`config.mk`:
```
export PLATFORM = sky130hd
export DESIGN_NAME = uamc_modem_irq
export DESIGN_NICKNAME = d
export VERILOG_FILES = /design/src/rtl/uamc_pkg.sv /design/src/rtl/uamc_mdm_if.sv /design/src/rtl/uamc_line_watch.sv /design/src/rtl/uamc_modem_irq.sv
export SDC_FILE = /design/constraint.sdc
export NUM_CORES = 1
export LEC_CHECK = 0
export BUFFER_PORTS_ARGS = -buffer_cell sky130_fd_sc_hd__buf_2
export CORE_MARGIN = 3
export CORE_UTILIZATION = 48
export DETAILED_ROUTE_END_ITERATION = 16
export PLACE_DENSITY = 0.85
export SETUP_SLACK_MARGIN = 0.05
export SLEW_MARGIN = 20
export SYNTH_ARGS = -nofsm -noshare
export SYNTH_HDL_FRONTEND = slang
export SYNTH_SLANG_ARGS = --single-unit
```
`constraint.sdc`:
```
create_clock -name core_clk -period 1.5 [get_ports core_clk]
set_input_delay 0 -clock core_clk [delete_from_list [all_inputs] [get_ports core_clk]]
set_output_delay 0 -clock core_clk [all_outputs]
set_load 0.05 [all_outputs]
```
`src/rtl/uamc_pkg.sv`:
```
// Purpose: shared constants for the modem control and interrupt block
// Assumes: 3-bit register address, 8-bit register data
// Notes:   interrupt codes hold identification bits 5:0
package uamc_pkg;

  // ---------------------------------------------------------------
  // register offsets
  // ---------------------------------------------------------------
  localparam logic [2:0] UAMC_OFS_IER = 3'h1;
  localparam logic [2:0] UAMC_OFS_IIR = 3'h2;
  localparam logic [2:0] UAMC_OFS_MCR = 3'h4;
  localparam logic [2:0] UAMC_OFS_MSR = 3'h6;

  // ---------------------------------------------------------------
  // field positions and masks
  // ---------------------------------------------------------------
  localparam int UAMC_MCR_DTR  = 0;
  localparam int UAMC_MCR_RTS  = 1;
  localparam int UAMC_MCR_RDY  = 2;
  localparam int UAMC_MCR_OUT  = 3;
  localparam int UAMC_MCR_LOOP = 4;
  localparam int UAMC_MCR_XANY = 5;
  localparam int UAMC_MCR_TCRA = 6;
  localparam int UAMC_MCR_DIV4 = 7;
  localparam int UAMC_IER_RHR  = 0;
  localparam int UAMC_IER_THR  = 1;
  localparam int UAMC_IER_LSR  = 2;
  localparam int UAMC_IER_MDM  = 3;
  localparam int UAMC_IER_SLP  = 4;
  localparam int UAMC_IER_XOFF = 5;
  localparam int UAMC_IER_RTS  = 6;
  localparam int UAMC_IER_CTS  = 7;
  localparam logic [7:0] UAMC_ENH_MASK = 8'hE0;
  localparam logic [7:0] UAMC_IEN_MASK = 8'hF0;

  // ---------------------------------------------------------------
  // reset values and interrupt codes
  // ---------------------------------------------------------------
  localparam logic [7:0] UAMC_MCR_RST = 8'h00;
  localparam logic [7:0] UAMC_IER_RST = 8'h00;
  localparam logic [5:0] UAMC_ID_NONE = 6'h01;
  localparam logic [5:0] UAMC_ID_LSR  = 6'h06;
  localparam logic [5:0] UAMC_ID_RTO  = 6'h0C;
  localparam logic [5:0] UAMC_ID_RHR  = 6'h04;
  localparam logic [5:0] UAMC_ID_THR  = 6'h02;
  localparam logic [5:0] UAMC_ID_MDM  = 6'h00;
  localparam logic [5:0] UAMC_ID_XOFF = 6'h10;
  localparam logic [5:0] UAMC_ID_CHG  = 6'h20;
  localparam logic [1:0] UAMC_DIV4_LAST = 2'h3;

endpackage : uamc_pkg

```
`src/rtl/uamc_mdm_if.sv`:
```
// Purpose: carries modem input levels and change events between modules
// Assumes: bit order cts, dsr, ri, cd
// Notes:   levels are active high, changes are one-cycle pulses
`timescale 1ns/1ps
interface uamc_mdm_if;
  logic [3:0] level;
  logic [3:0] change;
  modport watch (output level, output change);
  modport core  (input level, input change);
endinterface : uamc_mdm_if

```
`src/rtl/uamc_line_watch.sv`:
```
// Purpose: synchronise the modem inputs and detect their changes
// Assumes: pins are asynchronous to core_clk
// Notes:   ri reports only its rising (active-high) edge
`timescale 1ns/1ps
module uamc_line_watch
  import uamc_pkg::*;
(
  // clock and reset
  input  wire logic       core_clk,
  input  wire logic       rst_n,
  // modem pins, active low
  input  wire logic [3:0] line_n,
  // loopback
  input  wire logic       loop_en,
  input  wire logic [3:0] loop_src,
  // toward the core
  uamc_mdm_if.watch       mdm
);

  typedef struct packed {
    logic [3:0] s1;
    logic [3:0] s2;
    logic [3:0] prev;
    logic [3:0] chg;
  } uamc_watch_t;

  uamc_watch_t st;
  uamc_watch_t next_st;
  logic [3:0]  live;

  // ---------------------------------------------------------------
  // sampling and change detection
  // ---------------------------------------------------------------
  always_comb
  begin
    next_st    = st;
    next_st.s1 = line_n;
    next_st.s2 = st.s1;
    live       = loop_en ? loop_src : ~st.s2;
    next_st.prev = live;
    next_st.chg  = live ^ st.prev;
    next_st.chg[2] = live[2] & ~st.prev[2];
  end

  always_ff @(posedge core_clk or negedge rst_n)
  begin
    // synchroniser starts at the idle (high) pin level so no false change follows reset
    if (!rst_n)
      st <= '{s1: '1, s2: '1, default: '0};
    else
      st <= next_st;
  end

  assign mdm.level  = st.prev;
  assign mdm.change = st.chg;
endmodule : uamc_line_watch

```
`src/rtl/uamc_modem_irq.sv`:
```
// Purpose: modem control, modem status and interrupt enable/identification
// Assumes: one-cycle read and write strobes on core_clk, sources are level inputs
// Notes:   read data appear one cycle after the read strobe
`timescale 1ns/1ps
module uamc_modem_irq
  import uamc_pkg::*;
(
  // clock and reset
  input  wire logic       core_clk,
  input  wire logic       rst_n,
  // register port
  input  wire logic [2:0] reg_addr,
  input  wire logic       reg_wr,
  input  wire logic       reg_rd,
  input  wire logic [7:0] reg_wdata,
  output logic      [7:0] reg_rdata,
  // modem pins, active low
  input  wire logic       cts_n,
  input  wire logic       dsr_n,
  input  wire logic       ri_n,
  input  wire logic       cd_n,
  output logic            dtr_n,
  output logic            rts_n,
  output logic            gen_out_n,
  // interrupt pin
  output logic            irq,
  output logic            irq_oe,
  // from the rest of the channel
  input  wire logic       enh_enable,
  input  wire logic       fifo_enable,
  input  wire logic       auto_rts_en,
  input  wire logic       auto_rts_n,
  input  wire logic       lsr_error,
  input  wire logic       rx_timeout,
  input  wire logic       rx_ready,
  input  wire logic       tx_space_ok,
  input  wire logic       tx_write,
  input  wire logic       xoff_seen,
  // to the rest of the channel
  output logic            loop_en,
  output logic            fifo_rdy_en,
  output logic            xon_any_en,
  output logic            thresh_access,
  output logic            sleep_en,
  output logic            presc_tick
);

  typedef struct packed {
    logic [7:0] modem_line_control;
    logic [7:0] interrupt_enables;
    logic [3:0] delta;
    logic       xoff_flag;
    logic       chg_flag;
    logic       thr_flag;
    logic       tx_ok_d;
    logic       rts_d;
    logic       cts_d;
    logic [1:0] presc;
    logic       tick;
    logic [7:0] rdata;
  } uamc_core_t;

  uamc_core_t st;
  uamc_core_t next_st;
  uamc_mdm_if mdm ();

  logic [3:0] loop_src;
  logic [7:0] msr_view;
  logic [5:0] id_code;
  logic       pend;
  logic       wr_mcr;
  logic       wr_ier;
  logic       rd_msr;
  logic       rd_iir;

  // merge a write into a register, upper bits kept unless enhanced enable
  function automatic logic [7:0] uamc_merge(input logic [7:0] cur,
                                            input logic [7:0] wd,
                                            input logic [7:0] lock,
                                            input logic       enh);
    logic [7:0] keep;
    keep = enh ? 8'h00 : lock;
    return (cur & keep) | (wd & ~keep);
  endfunction : uamc_merge

  // ---------------------------------------------------------------
  // modem input watcher
  // ---------------------------------------------------------------
  // loopback sources in cts, dsr, ri, cd order
  assign loop_src = {st.modem_line_control[UAMC_MCR_OUT], st.modem_line_control[UAMC_MCR_RDY],
                     st.modem_line_control[UAMC_MCR_DTR], st.modem_line_control[UAMC_MCR_RTS]};

  uamc_line_watch uamc_line_watch_inst (
    .core_clk (core_clk),
    .rst_n    (rst_n),
    .line_n   ({cd_n, ri_n, dsr_n, cts_n}),
    .loop_en  (st.modem_line_control[UAMC_MCR_LOOP]),
    .loop_src (loop_src),
    .mdm      (mdm.watch)
  );

  // ---------------------------------------------------------------
  // decode
  // ---------------------------------------------------------------
  always_comb
  begin
    wr_mcr = 1'b0;
    wr_ier = 1'b0;
    rd_msr = 1'b0;
    rd_iir = 1'b0;
    if (reg_wr && reg_addr == UAMC_OFS_MCR)
      wr_mcr = 1'b1;
    else if (reg_wr && reg_addr == UAMC_OFS_IER)
      wr_ier = 1'b1;
    else if (reg_rd && reg_addr == UAMC_OFS_MSR)
      rd_msr = 1'b1;
    else if (reg_rd && reg_addr == UAMC_OFS_IIR)
      rd_iir = 1'b1;
  end

  // ---------------------------------------------------------------
  // status view and interrupt priority
  // ---------------------------------------------------------------
  always_comb
  begin
    msr_view = {mdm.level[3], mdm.level[2], mdm.level[1], mdm.level[0],
                st.delta};
    id_code  = UAMC_ID_NONE;
    // lowest priority first so that later tests win
    if (st.chg_flag && (st.interrupt_enables[UAMC_IER_RTS] || st.interrupt_enables[UAMC_IER_CTS]))
      id_code = UAMC_ID_CHG;
    if (st.xoff_flag && st.interrupt_enables[UAMC_IER_XOFF])
      id_code = UAMC_ID_XOFF;
    if (st.delta != 4'h0 && st.interrupt_enables[UAMC_IER_MDM])
      id_code = UAMC_ID_MDM;
    if (st.thr_flag && st.interrupt_enables[UAMC_IER_THR])
      id_code = UAMC_ID_THR;
    if (rx_ready && st.interrupt_enables[UAMC_IER_RHR])
      id_code = UAMC_ID_RHR;
    if (rx_timeout && st.interrupt_enables[UAMC_IER_RHR])
      id_code = UAMC_ID_RTO;
    if (lsr_error && st.interrupt_enables[UAMC_IER_LSR])
      id_code = UAMC_ID_LSR;
    pend = (id_code != UAMC_ID_NONE);
  end

  // ---------------------------------------------------------------
  // state update
  // ---------------------------------------------------------------
  always_comb
  begin
    next_st = st;
    if (wr_mcr)
      next_st.modem_line_control = uamc_merge(st.modem_line_control, reg_wdata, UAMC_ENH_MASK, enh_enable);
    if (wr_ier)
      next_st.interrupt_enables = uamc_merge(st.interrupt_enables, reg_wdata, UAMC_IEN_MASK, enh_enable);
    // status deltas: a read clears, a change in the same cycle still sets
    if (rd_msr)
      next_st.delta = 4'h0;
    next_st.delta = next_st.delta | mdm.change;
    // xoff and line change flags clear on an identification read that reports them
    if (rd_iir && id_code == UAMC_ID_XOFF)
      next_st.xoff_flag = 1'b0;
    if (xoff_seen)
      next_st.xoff_flag = 1'b1;
    if (rd_iir && id_code == UAMC_ID_CHG)
      next_st.chg_flag = 1'b0;
    next_st.rts_d = rts_n;
    next_st.cts_d = mdm.level[0];
    // active to inactive means cts level falling or rts pin rising
    if ((rts_n && !st.rts_d && st.interrupt_enables[UAMC_IER_RTS]) ||
        (!mdm.level[0] && st.cts_d && st.interrupt_enables[UAMC_IER_CTS]))
      next_st.chg_flag = 1'b1;
    // transmit flag fires on the threshold edge only, not on re-enable
    next_st.tx_ok_d = tx_space_ok;
    if (tx_write || (rd_iir && id_code == UAMC_ID_THR))
      next_st.thr_flag = 1'b0;
    if (tx_space_ok && !st.tx_ok_d)
      next_st.thr_flag = 1'b1;
    // prescaler enable
    if (!st.modem_line_control[UAMC_MCR_DIV4] || st.presc == UAMC_DIV4_LAST)
      next_st.presc = 2'h0;
    else
      next_st.presc = st.presc + 2'h1;
    next_st.tick = !st.modem_line_control[UAMC_MCR_DIV4] || st.presc == UAMC_DIV4_LAST;
    // read data
    next_st.rdata = 8'h00;
    if (reg_rd && reg_addr == UAMC_OFS_MCR)
      next_st.rdata = st.modem_line_control;
    else if (reg_rd && reg_addr == UAMC_OFS_IER)
      next_st.rdata = st.interrupt_enables;
    else if (rd_msr)
      next_st.rdata = msr_view;
    else if (rd_iir)
      next_st.rdata = {fifo_enable, fifo_enable, id_code};
  end

  always_ff @(posedge core_clk or negedge rst_n)
  begin
    if (!rst_n)
    begin
      st     <= '0;
      st.modem_line_control <= UAMC_MCR_RST;
      st.interrupt_enables <= UAMC_IER_RST;
    end
    else
      st <= next_st;
  end

  // ---------------------------------------------------------------
  // outputs
  // ---------------------------------------------------------------
  assign reg_rdata     = st.rdata;
  assign dtr_n         = ~st.modem_line_control[UAMC_MCR_DTR];
  assign rts_n         = auto_rts_en ? auto_rts_n : ~st.modem_line_control[UAMC_MCR_RTS];
  assign gen_out_n     = ~st.modem_line_control[UAMC_MCR_OUT];
  assign irq_oe        = st.modem_line_control[UAMC_MCR_OUT];
  assign irq           = st.modem_line_control[UAMC_MCR_OUT] & pend;
  assign loop_en       = st.modem_line_control[UAMC_MCR_LOOP];
  assign fifo_rdy_en   = st.modem_line_control[UAMC_MCR_RDY];
  assign xon_any_en    = st.modem_line_control[UAMC_MCR_XANY];
  assign thresh_access = st.modem_line_control[UAMC_MCR_TCRA];
  assign sleep_en      = st.interrupt_enables[UAMC_IER_SLP];
  assign presc_tick    = st.tick;
endmodule : uamc_modem_irq

```
# Word level (Yosys, flattened, before mapping)
# Cells that the tools add are included.
dict set report classes {
  bitwise_logic 17
  muxes 33
  reduce_logical 33
  eq_ne 9
  shift 0
  order_cmp 0
  multipliers 0
  n_addsub 1
  div 0
}
# op count
set op_table {}
lappend op_table {{two-way mux 8 bit} 6}
lappend op_table {{two-way mux 6 bit} 7}
lappend op_table {{bitwise AND 8 bit} 4}
lappend op_table {{logical AND 1 bit} 21}
lappend op_table {{two-way mux 1 bit} 17}
lappend op_table {{NOT 8 bit} 2}
lappend op_table {{bitwise OR 8 bit} 2}
lappend op_table {{two-way mux 4 bit} 2}
lappend op_table {{== test 3 bit, second input constant} 2}
lappend op_table {{== test 6 x 2 -> 1 bit, second input constant} 1}
lappend op_table {{== test 6 x 5 -> 1 bit, second input constant} 1}
lappend op_table {{== test 6 bit, second input constant} 1}
lappend op_table {{inequality test 6 x 1 -> 1 bit, second input constant} 1}
lappend op_table {{nonzero test 2 bit} 3}
lappend op_table {{logical NOT 1 bit} 4}
lappend op_table {{logical OR 1 bit} 4}
lappend op_table {{NOT 1 bit} 4}
lappend op_table {{NOT 4 bit} 1}
lappend op_table {{bitwise OR 4 bit} 1}
lappend op_table {{nonzero test 4 bit} 1}
lappend op_table {{XOR 4 bit} 1}
lappend op_table {{== test 3 x 1 -> 1 bit, second input constant} 1}
lappend op_table {{== test 3 x 2 -> 1 bit, second input constant} 1}
lappend op_table {{adder 2 x 1 -> 2 bit, second input constant} 1}
lappend op_table {{other kinds (3)} 4}
dict set report word_totals {
  reg_bits 53
  latchBits 0
  n_memories 0
  mem_bits_ro 0
  inputBits 29
  output_inout_bits 19
  ram_bits 0
}

# Logic depth before layout (Yosys ltp)
# Gate-level depths: netlist (run 1).
dict set report logic_depth {
  word_depth 14
  ltp_mapped 6
  depth_no_buf 4
}

# Modules after synthesis
# Synthesis (run 1) repeated with hierarchy kept, for this count alone.
dict set report unflattened {
  cells_unflattened 198
  area_unflattened_um2 2283.4
}
# module seq_area_each_um2 cells_per_inst area_per_inst_um2 n_inst
set modules_own_cells {}
lappend modules_own_cells {uamc_modem_irq 925.9 162 1734.2 1}
lappend modules_own_cells {uamc_line_watch 410.4 36 549.3 1}

# Worst setup path after synthesis (run 1)
# No wires, ideal clock.
dict set report synth_timing {
  kind {flip-flop to flip-flop}
  startpoint {register st, in the netlist loop_src[0]}
  endpoint {register st[15] (netlist bit)}
  path_stages_with_launch 4
  period_less_slack_ns 2.016
  setup_time_ns 0.066
  arrival_time_ns 1.950
  slack_ns -0.516
  n_path_buf 0
  path_cell_list {dfrtp_1 > o21ai_0 > and3b_1 > a221o_1}
}
dict set report synth_via {
  elab_chain_cells 6
  elab_cells_between_ends 7
}
# item line_no
set synth_rtl {}
lappend synth_rtl {{start: declaration} uamc_modem_irq.sv:63} ;# uamc_core_t st;
lappend synth_rtl {{start signal: assignment} uamc_modem_irq.sv:207} ;# st <= next_st;
lappend synth_rtl {{NOT 1 bit (*)} uamc_modem_irq.sv:215} ;# assign rts_n = auto_rts_en ? auto_rts_n : ~st.modem_line_control[UAMC_MCR_RTS];
lappend synth_rtl {{two-way mux 1 bit (*)} uamc_modem_irq.sv:215}
lappend synth_rtl {{via rts_n} uamc_modem_irq.sv:23} ;# output logic rts_n,
lappend synth_rtl {{logical AND 1 bit (*) (2 in series)} uamc_modem_irq.sv:171} ;# if ((rts_n && !st.rts_d && st.interrupt_enables[UAMC_IER_RTS]) ||
lappend synth_rtl {{logical OR 1 bit (*)} uamc_modem_irq.sv:171}
lappend synth_rtl {{two-way mux 1 bit or nonzero test 2 bit (tied branches)} n/a}
# Mark *: on every way through the listed nets, which the timed path passes. The rest lies on a longest branch.
# A chain may end at the register's enable or synchronous reset.

# Worst setup path after layout (run 1)
dict set report layout_timing {
  startpoint {register st, in the netlist msr_view[2]}
  endpoint {output port irq}
}
dict set report layout_via {
  elab_chain_cells 9
}
# item line_no
set layout_rtl {}
lappend layout_rtl {{nonzero test 4 bit} uamc_modem_irq.sv:134} ;# if (st.delta != 4'h0 && st.interrupt_enables[UAMC_IER_MDM])
lappend layout_rtl {{logical AND 1 bit} uamc_modem_irq.sv:134}
lappend layout_rtl {{two-way mux 6 bit} uamc_modem_irq.sv:134}
lappend layout_rtl {{two-way mux 6 bit} uamc_modem_irq.sv:136} ;# if (st.thr_flag && st.interrupt_enables[UAMC_IER_THR])
lappend layout_rtl {{two-way mux 6 bit} uamc_modem_irq.sv:138} ;# if (rx_ready && st.interrupt_enables[UAMC_IER_RHR])
lappend layout_rtl {{two-way mux 6 bit} uamc_modem_irq.sv:140} ;# if (rx_timeout && st.interrupt_enables[UAMC_IER_RHR])
lappend layout_rtl {{two-way mux 6 bit} uamc_modem_irq.sv:142} ;# if (lsr_error && st.interrupt_enables[UAMC_IER_LSR])
lappend layout_rtl {{inequality test 6 x 1 -> 1 bit} uamc_modem_irq.sv:144} ;# pend = (id_code != UAMC_ID_NONE);
lappend layout_rtl {{bitwise AND 1 bit} uamc_modem_irq.sv:218} ;# assign irq = st.modem_line_control[UAMC_MCR_OUT] & pend;
lappend layout_rtl {{end: declaration} uamc_modem_irq.sv:26} ;# output logic irq,
# No other way between the ends.

==> impl_summary.md, run 1 <==
Run status
The flow ran to the end, but the final reports show violations. The final reports fail on setup timing.

Critical path
The maximum cell stage delay along the critical path is 0.43 ns. The start point of the critical path is msr_view[2]$_DFF_PN0_. The maximum fanout along the worst path is 3. The worst register-to-register path begins at msr_view[2]$_DFF_PN0_. The signal on the critical path passes through o41ai_4 > nand3_2 > nor2_4 > nor2_4 > buf_6. The largest individual stage delay along the critical path comes from the cell dfrtp_1. By instance count, the cell type seen most on the critical path is nor2_4.

At the worst endpoint, the required time is 1.50 ns. Data arrives at the worst endpoint at 1.61 ns. The kind of launch point of the worst setup path is a register. The setup path with the least slack is of type register to output port. The nature of the critical path endpoint is an output port.

Drt
In the routed layout, each cell is associated on average with a via count of 5.32. The via count is 1,613. The number of nets still failing antenna checks after routing is 0. The first TritonRoute pass finished after 4 iterations. For this run, design rule violations remaining after detail routing come to 0.

In the final routed layout, each cell accounts on average for 16.1 um. For this block, the routed nets add up to 4870 um of wire. In this run, the number of DRC markers left after iteration 0 of detailed routing was 93.

Yosys
The prevailing post-synth register cell is dfrtp_1. In the synthesized netlist, the number of instances is 180. The number of different library cells in the post-synthesis netlist is between 40 and 50. Yosys printed 0 warnings.

The post-synthesis average cell area is 12.4 um2. Sequential cells were found to cover roughly 60% of the synthesized design area. For this run, asynchronously set or reset flops after synthesis account for 100%.

After synthesis the cells add up to 2240 um2. The number of nets handed over by synthesis was 210. The count of flip-flops with a built-in enable after synthesis is 0. The synthesized design contains 53 register bits.

Global routing
The maximum number of pins on one net before global-route repair is 38. The first-pass GRT wire length is ~7500 um. The via count of the first global-routing pass is 1,598. The remaining global-route overflow is 0. For this run, the total global-route usage over all layers was measured as 18.6%.

The initial antenna violation count is 0.

Timing
Setup violations remaining at the end of the flow were counted as 2. The number of failing hold endpoints at the final stage came to 0. Subtracting the final worst setup slack from the clock period gives 1.61 ns. After layout, the worst setup slack is -0.107 ns. The largest clock skew in the final design is around 0.0064 ns.

For the pin with the worst max-slew slack, the measured transition is 0.409 ns. The relative slew slack is just over 70%. The final-report max-slew violation count is 0.

Setup repair after global routing could not meet its margin everywhere. The final critical-path share of the clock period is 107%. Static timing analysis puts the maximum clock frequency at between 600 and 700 MHz.

Cells and area
The library cells used most frequently in the layout, excluding fill and tap cells, are 46 x buf_2, 44 x dfrtp_1, 18 x dlygate4sd3_1. The synthesis-to-layout area growth is 27.3%. Cells fill 64.1% of the core in the end. The total area of multi-input combinational cells is 806 um2. Across the whole layout, storage elements account for 1340 um2.

Leaving out fill and tap cells, the most frequent cell in the layout is buf_2. Of the cells placed in the final design, the portion with a size suffix greater than 1 is between 30% and 40%. The layout net count is 280. The final non-filler cell total is 303. The filler cell count in the final layout is 340. The number of antenna diodes in the final layout is 0.

Pwr
The switching power of the nets is 0.00123 W. The switching fraction of total power is 33.8%. Combinational cells account for 27.8% of the total power. The total power is approximately 0.0036 W. Across the VDD grid, the largest voltage drop is 0.000838 V. The part of the total power dissipated in sequential elements is around 51%. Dividing total power by cell area gives a power density of about 1300 nW/um2. The internal power summed over all cells is between 0.002 and 0.0025 W. The leakage power total is approximately 1.4 nW. Of the total power, the clock network draws between 20% and 30%.

Clock network
The H-tree level count is 2. After clock tree synthesis, the clock-pin slew on the worst setup and hold paths is 0.09 ns. The clock sink total is 53. The tree is rooted in a clkbuf_8. The clock network latency to the later pin of the worst-skew pair is 0.30 ns.

In this run the deepest clock path goes through 2 buffers. TritonCTS built the clock tree. Clock tree synthesis inserted a total of 5 buffers.

Place
The count of input and output buffers is 47. After legalization and detailed placement, the total HPWL measured between 3000 and 4000 um. The number of instances in the placed design is 274. Routability-driven placement finished with a final weighted congestion of roughly 0.95.

Job
The tool flagged a number of max-cap violations equal to 0.

Floorplanning
The site row count is 24. The chip height is 74.3 um. The starting density of the core is 50.4%. The top-level port count is 48. The floorplan core area is 4440 um2. The area enclosed by the die boundary is 5520 um2. The die width is 74.3 um.

Hold path
The path class of the tightest hold or removal check is primary input to register. The critical hold path startpoint is tx_write.
-- path summary, 6_finish.rpt --
path,to,cells past startpoint,slack (ns)
setup reg to reg,st[15]$_DFFE_PN0P_,4,-0.06
min in group asynchronous,st[16]$_DFFE_PN0P_,2,0.15
hold / removal,st[14]$_DFFE_PN0P_,3,0.01
hold reg to reg,uamc_line_watch_inst.st[9]$_DFF_PN1_,0,0.36
setup / recovery,irq,5,-0.11
max in group asynchronous,uamc_line_watch_inst.next_st[8]$_DFF_PN1_,3,0.77
-- metrics by stage --
stage          instance area [um2]  TNS (ns)  setup slack (ns)  hold slack [ns]
2_1_floorplan                 2260         0            0.0763           -0.296
5_1_grt                       2850    -0.313            -0.187          0.00464
4_1_cts                       2830    -0.136            -0.124          0.00795
6_report                      2850    -0.171            -0.107           0.0127
3_3_place_gp                  2540         0            0.0720          -0.0507
3_5_place_dp                  2540         0            0.0170          -0.0499
-- power by group through the flow --
stage / Sequential [W] / Combinational [W] / Clock [W]
detailed placement: 0.00189 / 0.000919 / 0
global route: 0.00188 / 0.00109 / 0.000825
finish: 0.00186 / 0.00101 / 0.000765
CTS: 0.00186 / 0.000994 / 0.000776
global placement: 0.00187 / 0.000902 / 0
floorplan: 0.00199 / 0.000524 / 0
-- kinds of logic after synthesis --
kind of cell	share of synthesized area [%]
multiplexers	8.32
buffers and inverters	5.75
flip-flops	59.7
adder cells (fa/ha/maj)	0.559
AO/OA/AOI/OAI	12.1
AND/OR/NAND/NOR	12.5
XOR/XNOR	1.17
-- area by class of cell --
| class | count | area share [%] |
|---|---|---|
| Timing Repair Buffer | 76 | 18.3 |
| Inverter | 10 | 1.45 |
| Multi-Input combinational cell | 104 | 28.3 |
| Tap cell | 52 | 2.28 |
| Sequential cell | 53 | 46.9 |
| Clock buffer | 8 | 2.81 |
-- layer usage --
| metal | vias up | GRT usage [%] | part of all wire (%) |
|---|---|---|---|
| met2 | 51 | 30.5 | 52 |
| met1 | 791 | 24.3 | 42 |
| li1 | 767 | - | - |
| met4 | 0 | 5.53 | 0.78 |
| met5 | - | 0 | 0 |
| met3 | 4 | 5.14 | 5.2 |
-- timing repair --
item | CTS | global route
pin swaps | 4 | 6
setup buffers | 3 | 0
endpoints found under the hold margin | 73 | 0
setup endpoints to repair | 2 | 5
gates resized for setup | 3 | 5
hold buffers | 18 | 0
-- critical path: cells and delay by family (launching register included) --
kind / cells / cell delay [ns]
AO/OA/AOI/OAI: 1 / 0.40
buffers and inverters: 1 / 0.14
flip-flops: 1 / 0.43
AND/OR/NAND/NOR: 3 / 0.33
-- synth_stat cells, types with 2 or more instances --
| cell | count | share of area, % |
|---|---|---|
| a21o_1 | 5 | 1.7 |
| a21oi_1 | 7 | 1.6 |
| a221oi_1 | 2 | 0.78 |
| a222oi_1 | 2 | 0.89 |
| a32o_1 | 2 | 0.89 |
| buf_4 | 9 | 3.0 |
| clkbuf_1 | 2 | 0.34 |
| dfrtp_1 | 45 | 50 |
| dfstp_2 | 8 | 9.4 |
| inv_1 | 10 | 1.7 |
| mux2_1 | 5 | 2.5 |
| mux2_2 | 4 | 2.0 |
| mux2_4 | 3 | 2.0 |
| mux2i_1 | 4 | 1.8 |
| nand2_1 | 17 | 2.8 |
| nand2_2 | 2 | 0.56 |
| nand2b_1 | 3 | 0.84 |
| nor2_1 | 7 | 1.2 |
| nor2b_1 | 2 | 0.56 |
| o21ai_0 | 10 | 2.2 |
| o22ai_1 | 6 | 1.7 |
| xor2_1 | 2 | 0.78 |
Note: power is estimated with default switching activity, not from simulation.
==> run 2: changes to the inputs <==
HOLD_SLACK_MARGIN = 0.05   (was unset)
SKIP_CTS_REPAIR_TIMING = 1   (was unset)
==> run 2 against run 1 <==
Against the previous run:
- the flow still finishes with violations (setup timing)
- via count hardly changed
- utilization hardly changed
- first-iteration DRC count is 75% higher
- die area stayed put
- critical endpoint unchanged
- highest routed layer unchanged
==> impl_summary.md, run 2 (same netlist as run 1, synthesis figures left out) <==
Critical path
The maximum cell stage delay along the critical path is 0.44 ns (about the same). The cell family contributing the most delay on the critical path is flip-flops. Among the stages of the critical path, the cell type that occurs most often is nor2_4. The type of the worst setup path is register to output port. The combined buffer and inverter count along the critical path is 1 (unchanged). The maximum fanout along the worst path is 3 (unchanged). The data arrival time at the worst-slack endpoint is 1.67 ns (+0.06 ns). The cell at the slowest stage of the critical path is dfrtp_1.

The worst setup path is captured at an output port. Traced cell by cell, the critical path runs through o41ai_4 > nand3_2 > nor2_4 > nor2_4 > buf_6. The required time of the critical path came to 1.50 ns (about the same). STA classifies the critical path startpoint as a register.

Cells and area
The fraction of layout instances using a drive strength above 1 is 37.8% (-0.40 points). The synthesis-to-layout area growth was 27.2% (about the same). The layout net count is 280 (unchanged). In the layout the commonest cells are 46 x buf_2, 44 x dfrtp_1, 19 x dlygate4sd3_1. The count of antenna diodes in the layout came to 0 (unchanged). The most frequent standard cell in the layout excluding fill and tap cells is buf_2. The filler cell count in the final layout is 340 (unchanged). The total area of multi-input combinational cells is 806 um2 (unchanged). The area used by sequential logic in the layout is 1340 um2 (unchanged).

Drt
The initial detailed-routing violation count is 163 (+75%). The detail-routed net length per standard cell was 16.1 um (-0.10%). The via count was 1,614 (+0.062%). The length of the first detailed-routing pass in iterations is 4 (unchanged). The average vias per placed instance is 5.33 (about the same). The final wirelength is 4870 um (-0.10%). The number of nets still failing antenna checks after routing came to 0 (unchanged). The number of remaining DRC errors came to 0 (unchanged).

Global routing
The remaining global-route overflow was 0 (unchanged). The first-pass GRT wire length came to 7070 um (-6.0%). The overall track demand over capacity in global routing is 17.4% (-1.2 points). The initial antenna violation count is 0 (unchanged). The via count of the first global-routing pass is 1,468 (-8.1%). The maximum number of pins on one net before global-route repair is 38 (unchanged).

Timing
The total negative setup slack is -0.168 ns (+0.00341 ns). The post-route worst hold slack came to 0.0442 ns (+0.0315 ns). The final period demand of the worst path is 1.67 ns (+0.0605 ns). The final critical-path share of the clock period was 111% (+4.0 points).

The final setup violation count is 1 (-1). Setup repair after global routing could not meet its margin everywhere. The slew at the pin with the worst max-slew slack came to 0.399 ns (-0.0103 ns).

The number of failing hold endpoints at the final stage is 0 (unchanged). The worst setup margin is -0.168 ns (-0.0605 ns). The relative slew slack is 73.3% (+0.69 points). The maximum frequency from static timing analysis is 600 MHz (-3.6%). The final-report max-slew violation count was 0 (unchanged). The largest clock skew in the final design is 0.00737 ns (+0.000940 ns).

Place
The half-perimeter wire length after detailed placement is 3590 um (unchanged). The post-place setup slack is 0.0170 ns (unchanged). The weighted congestion at the end of routability-driven global placement came to 0.945 (unchanged). The count of input and output buffers is 47 (unchanged).

Clock network
The clock network latency to the later pin of the worst-skew pair came to 0.30 ns (about the same). The total CTS buffers was 5 (unchanged). The clock tree from TritonCTS is built. The H-tree level count is 2 (unchanged).

The clock sink total is 53 (unchanged). Clock tree synthesis selected as its root buffer the cell clkbuf_8. The clock transition at the register clock pins on the worst setup and hold paths after CTS is 0.09 ns (about the same).

The maximum clock path buffer count is 2 (unchanged).

Floorplanning
The starting density of the core is 50.4% (unchanged). The site row count is 24 (unchanged). The area enclosed by the die boundary is 5520 um2 (unchanged). The floorplan core area came to 4440 um2 (unchanged).

The die width is 74.3 um (unchanged). The chip height is 74.3 um (unchanged). The top-level port count came to 48 (unchanged).

Pwr
The power density normalized to cell area was 1270 nW/um2 (-0.21%). The leakage power total is 1.35 nW (-0.12%). The largest voltage drop on the vdd net is 0.000832 V (-0.75%).

Job
The number of maximum-capacitance constraint violations is 0 (unchanged).

Run status
The checks that failed: setup timing. The flow ran to the end, but the final reports show violations.

Hold path
The type of the tightest min-delay check is primary input to register.
-- run 2: path summary, 6_finish.rpt --
kind	startpoint	endpoint	slack (ns)	cells past startpoint
min in group asynchronous	rst_n	st[16]$_DFFE_PN0P_	0.15	2
hold reg to reg	uamc_line_watch_inst.next_st[9]$_DFF_PN1_	uamc_line_watch_inst.st[9]$_DFF_PN1_	0.36	0
setup reg to reg	msr_view[1]$_DFF_PN0_	st[15]$_DFFE_PN0P_	0.01	3
max in group asynchronous	rst_n	uamc_line_watch_inst.next_st[11]$_DFF_PN1_	0.76	3
hold / removal	reg_rd	reg_rdata[1]$_DFF_PN0_	0.04	3
setup / recovery	msr_view[1]$_DFF_PN0_	irq	-0.17	5
-- run 2: final cells by class --
cell class	instances	share of cell area, %
well taps	52	2.28
flip-flops and latches	53	46.9
clock buffers	8	2.81
repair buffers	76	18.2
inverters	10	1.45
multi-input cells	104	28.3
-- run 2: stage by stage --
step / instances / power, W / instance area (um2) / utilization [%]
after global placement: 274 / 0.00277 / 2540 / 57.1
after global routing: 303 / 0.00379 / 2850 / 64.1
after detailed placement: 274 / 0.00281 / 2540 / 57.1
final: 303 / 0.00362 / 2850 / 64.1
after floorplan: 180 / 0.00251 / 2260 / -
after CTS: 282 / 0.00356 / 2620 / 58.9
-- run 2: power breakdown --
group          switching (W)  internal (W)  leakage, nW  total [W]
Combinational       0.000617      0.000383        0.695    0.00100
Sequential          0.000182       0.00168        0.620    0.00186
Clock               0.000430      0.000333       0.0395   0.000762
Total                0.00123       0.00240         1.35    0.00362
-- run 2: routing by layer --
| metal | global-route usage [%] | vias to the layer above | share of wire, % |
|---|---|---|---|
| met2 | 27.7 | 61 | 51 |
| li1 | - | 767 | - |
| met5 | 0 | - | 0 |
| met4 | 5.34 | 0 | 1.1 |
| met1 | 23.4 | 781 | 42 |
| met3 | 5.00 | 5 | 5.7 |
-- run 2: worst reg2reg max path, cell delays in order (launching register included) --
cell	delay (ns)
dfrtp_1	0.44
o41ai_4	0.42
nand4b_2	0.16
a221o_1	0.36
==> run 3: changes to the inputs <==
PLACE_DENSITY = 0.74   (was 0.85)
==> run 3 against run 2 <==
Against the previous run:
- the run still ends with setup timing left
- non-clock buffer count is 2 higher
- critical endpoint unchanged
- first-iteration DRC count is 18% lower
- highest routed layer unchanged
- critical path type unchanged
- global-route usage is 1.1 points higher
- cell count is 0.66% higher
- die area stayed put
==> impl_summary.md, run 3 (same netlist as run 1, synthesis figures left out) <==
Pwr
The switching power of the nets was 0.00126 W (+2.7%). The part of the total power dissipated in sequential elements is 49.1% (-2.3 points). The combinational share of power was 27.5% (about the same). The clock network power share was 23.4% (+2.4 points). The leakage power total is 1.39 nW (+2.5%). The power density normalized to cell area is 1300 nW/um2 (+2.5%). The internal power summed over all cells is 0.00251 W (+4.9%). The switching fraction of total power was 33.4% (-0.47 points).

The largest voltage drop on the vdd net is 0.000844 V (+1.5%).

Critical path
The cell at the slowest stage of the critical path is dfrtp_2. The signal on the critical path passes through o41ai_4 > nand3_2 > nor2_4 > nor2_4 > buf_6. The required time of the critical path is 1.50 ns (about the same). The maximum cell stage delay along the critical path is 0.44 ns (about the same).

STA classifies the critical path startpoint as a register. The data arrival time at the worst-slack endpoint was 1.67 ns (about the same). The nature of the critical path endpoint is an output port. The critical path is of the register to output port type.

The start point of the critical path is msr_view[3]$_DFF_PN0_. In this run the critical register-to-register path is launched from msr_view[3]$_DFF_PN0_. Among the stages of the critical path, the cell type that occurs most often is nor2_4. The maximum fanout along the worst path was 3 (unchanged).

Cells and area
The fraction of layout instances using a drive strength above 1 is 39.9% (+2.1 points). The layout net count was 282 (+0.71%). The library cell used most frequently in the layout, excluding fill and tap cells, is buf_2.

The synthesis-to-layout area growth is 29.2%. The final non-filler cell total is 305 (+0.66%). The count of antenna diodes in the layout is 0 (unchanged). The top cell types in the final layout, fill and taps aside, are 46 x buf_2, 43 x dfrtp_1, 19 x dlygate4sd3_1.

Job
The number of maximum-capacitance constraint violations was 0 (unchanged).

Drt
The number of remaining DRC errors was 0 (unchanged). The via count is 1,592 (-1.4%). The average vias per placed instance is 5.22 (-2.0%).

The detail-routed net length per standard cell is 16.2 um (+0.81%). The final wirelength is 4940 um (+1.5%). The initial detailed-routing violation count was 133 (-18%). The length of the first detailed-routing pass in iterations is 4 (unchanged). The number of nets still failing antenna checks after routing is 0 (unchanged).

Clock network
The clock network latency to the later pin of the worst-skew pair is 0.31 ns (about the same). The H-tree level count is 2 (unchanged). TritonCTS built the clock tree.

The maximum clock path buffer count is 2 (unchanged). The tree is rooted in a clkbuf_8. The clock transition at the register clock pins on the worst setup and hold paths after CTS is 0.09 ns (about the same). The clock sink total was 53 (unchanged). The total CTS buffers came to 5 (unchanged).

Timing
The relative slew slack is 70.8% (-2.5 points). The slew at the pin with the worst max-slew slack was 0.438 ns (+0.0387 ns). Setup repair after global routing could not meet its margin everywhere. The final setup violation count is 3 (+2). The number of failing hold endpoints at the final stage is 0 (unchanged). The worst setup margin is -0.167 ns (+0.000670 ns). The final-report max-slew violation count is 0 (unchanged). The final period demand of the worst path is 1.67 ns (-0.000670 ns).

The total negative setup slack is -0.198 ns (-0.0301 ns). The largest clock skew in the final design was 0.00513 ns (-0.00224 ns). The maximum frequency from static timing analysis came to 600 MHz (about the same). The final critical-path share of the clock period is 111% (about the same).

Hold path
The critical hold path startpoint is reg_rd. The type of the tightest min-delay check is primary input to register.

Global routing
The overall track demand over capacity in global routing came to 18.5% (+1.1 points). The first-pass GRT wire length is 7470 um (+5.7%). The maximum number of pins on one net before global-route repair was 25 (-34%). The initial antenna violation count is 0 (unchanged).

The remaining global-route overflow was 0 (unchanged). The via count of the first global-routing pass came to 1,538 (+4.8%).

Run status
The final reports fail on setup timing. The run finished, with violations left.

Place
The count of input and output buffers is 47 (unchanged). The half-perimeter wire length after detailed placement is 3740 um (+4.2%). The number of instances in the placed design is 276 (+0.73%). The weighted congestion at the end of routability-driven global placement is 0.890 (-5.9%).

Floorplanning
The floorplan core area is 4440 um2 (unchanged). The die width is 74.3 um (unchanged). The chip height is 74.3 um (unchanged). The top-level port count is 48 (unchanged). The starting density of the core came to 50.4% (unchanged). The area enclosed by the die boundary is 5520 um2 (unchanged). The site row count is 24 (unchanged).
==> run 3: final cells by class <==
cell class | instances | area (um2)
Clock buffer | 7 | 96.3
Inverter | 10 | 41.3
Tap cell | 52 | 65.1
Fill cell | 353 | 1550
Clock inverter | 1 | 8.76
Multi-Input combinational cell | 104 | 810
Timing Repair Buffer | 78 | 534
Sequential cell | 53 | 1340
==> run 3: worst max-delay path: cells and delay by family (launching register included) <==
family,cells,cell delay [ns]
compound gates,1,0.43
buf+inv,1,0.15
flops,1,0.44
simple gates,3,0.34
==> run 3: power by group through the flow <==
stage               Clock [W]  Sequential (W)  Combinational, W
finish               0.000884         0.00185           0.00104
CTS                  0.000898         0.00185          0.000955
floorplan                   0         0.00199          0.000524
global route         0.000948         0.00188           0.00112
global placement            0         0.00187          0.000941
detailed placement          0         0.00188          0.000953
==> run 3: routing by layer <==
layer	global-route usage [%]	part of all wire, %	up-vias
li1	-	-	766
met1	25.8	44	776
met2	30.1	50	44
met3	3.65	4.8	6
met4	4.74	0.81	0
met5	0	0	-
==> run 3: metrics by stage <==
stage	utilization, %	hold WS, ns	power, W	setup WS [ns]	instance area, um2
after CTS	59.8	-0.361	0.00370	-0.225	2660
after detailed placement	57.4	-0.0258	0.00283	0.0184	2550
after global routing	65.1	0.0711	0.00395	-0.228	2890
after global placement	57.4	-0.0356	0.00281	0.0610	2550
after floorplan	-	-0.296	0.00251	0.0763	2260
final	65.1	0.0374	0.00377	-0.167	2890
==> run 3: final timing paths <==
| kind | end | slack [ns] | cells past startpoint |
|---|---|---|---|
| hold reg to reg | uamc_line_watch_inst.st[8]$_DFF_PN1_ | 0.36 | 0 |
| max in group asynchronous | uamc_line_watch_inst.st[11]$_DFF_PN1_ | 0.73 | 3 |
| setup / recovery | irq | -0.17 | 5 |
| setup reg to reg | st[15]$_DFFE_PN0P_ | -0.02 | 3 |
| hold / removal | reg_rdata[4]$_DFF_PN0_ | 0.04 | 3 |
| min in group asynchronous | st[24]$_DFFE_PN0P_ | 0.16 | 2 |
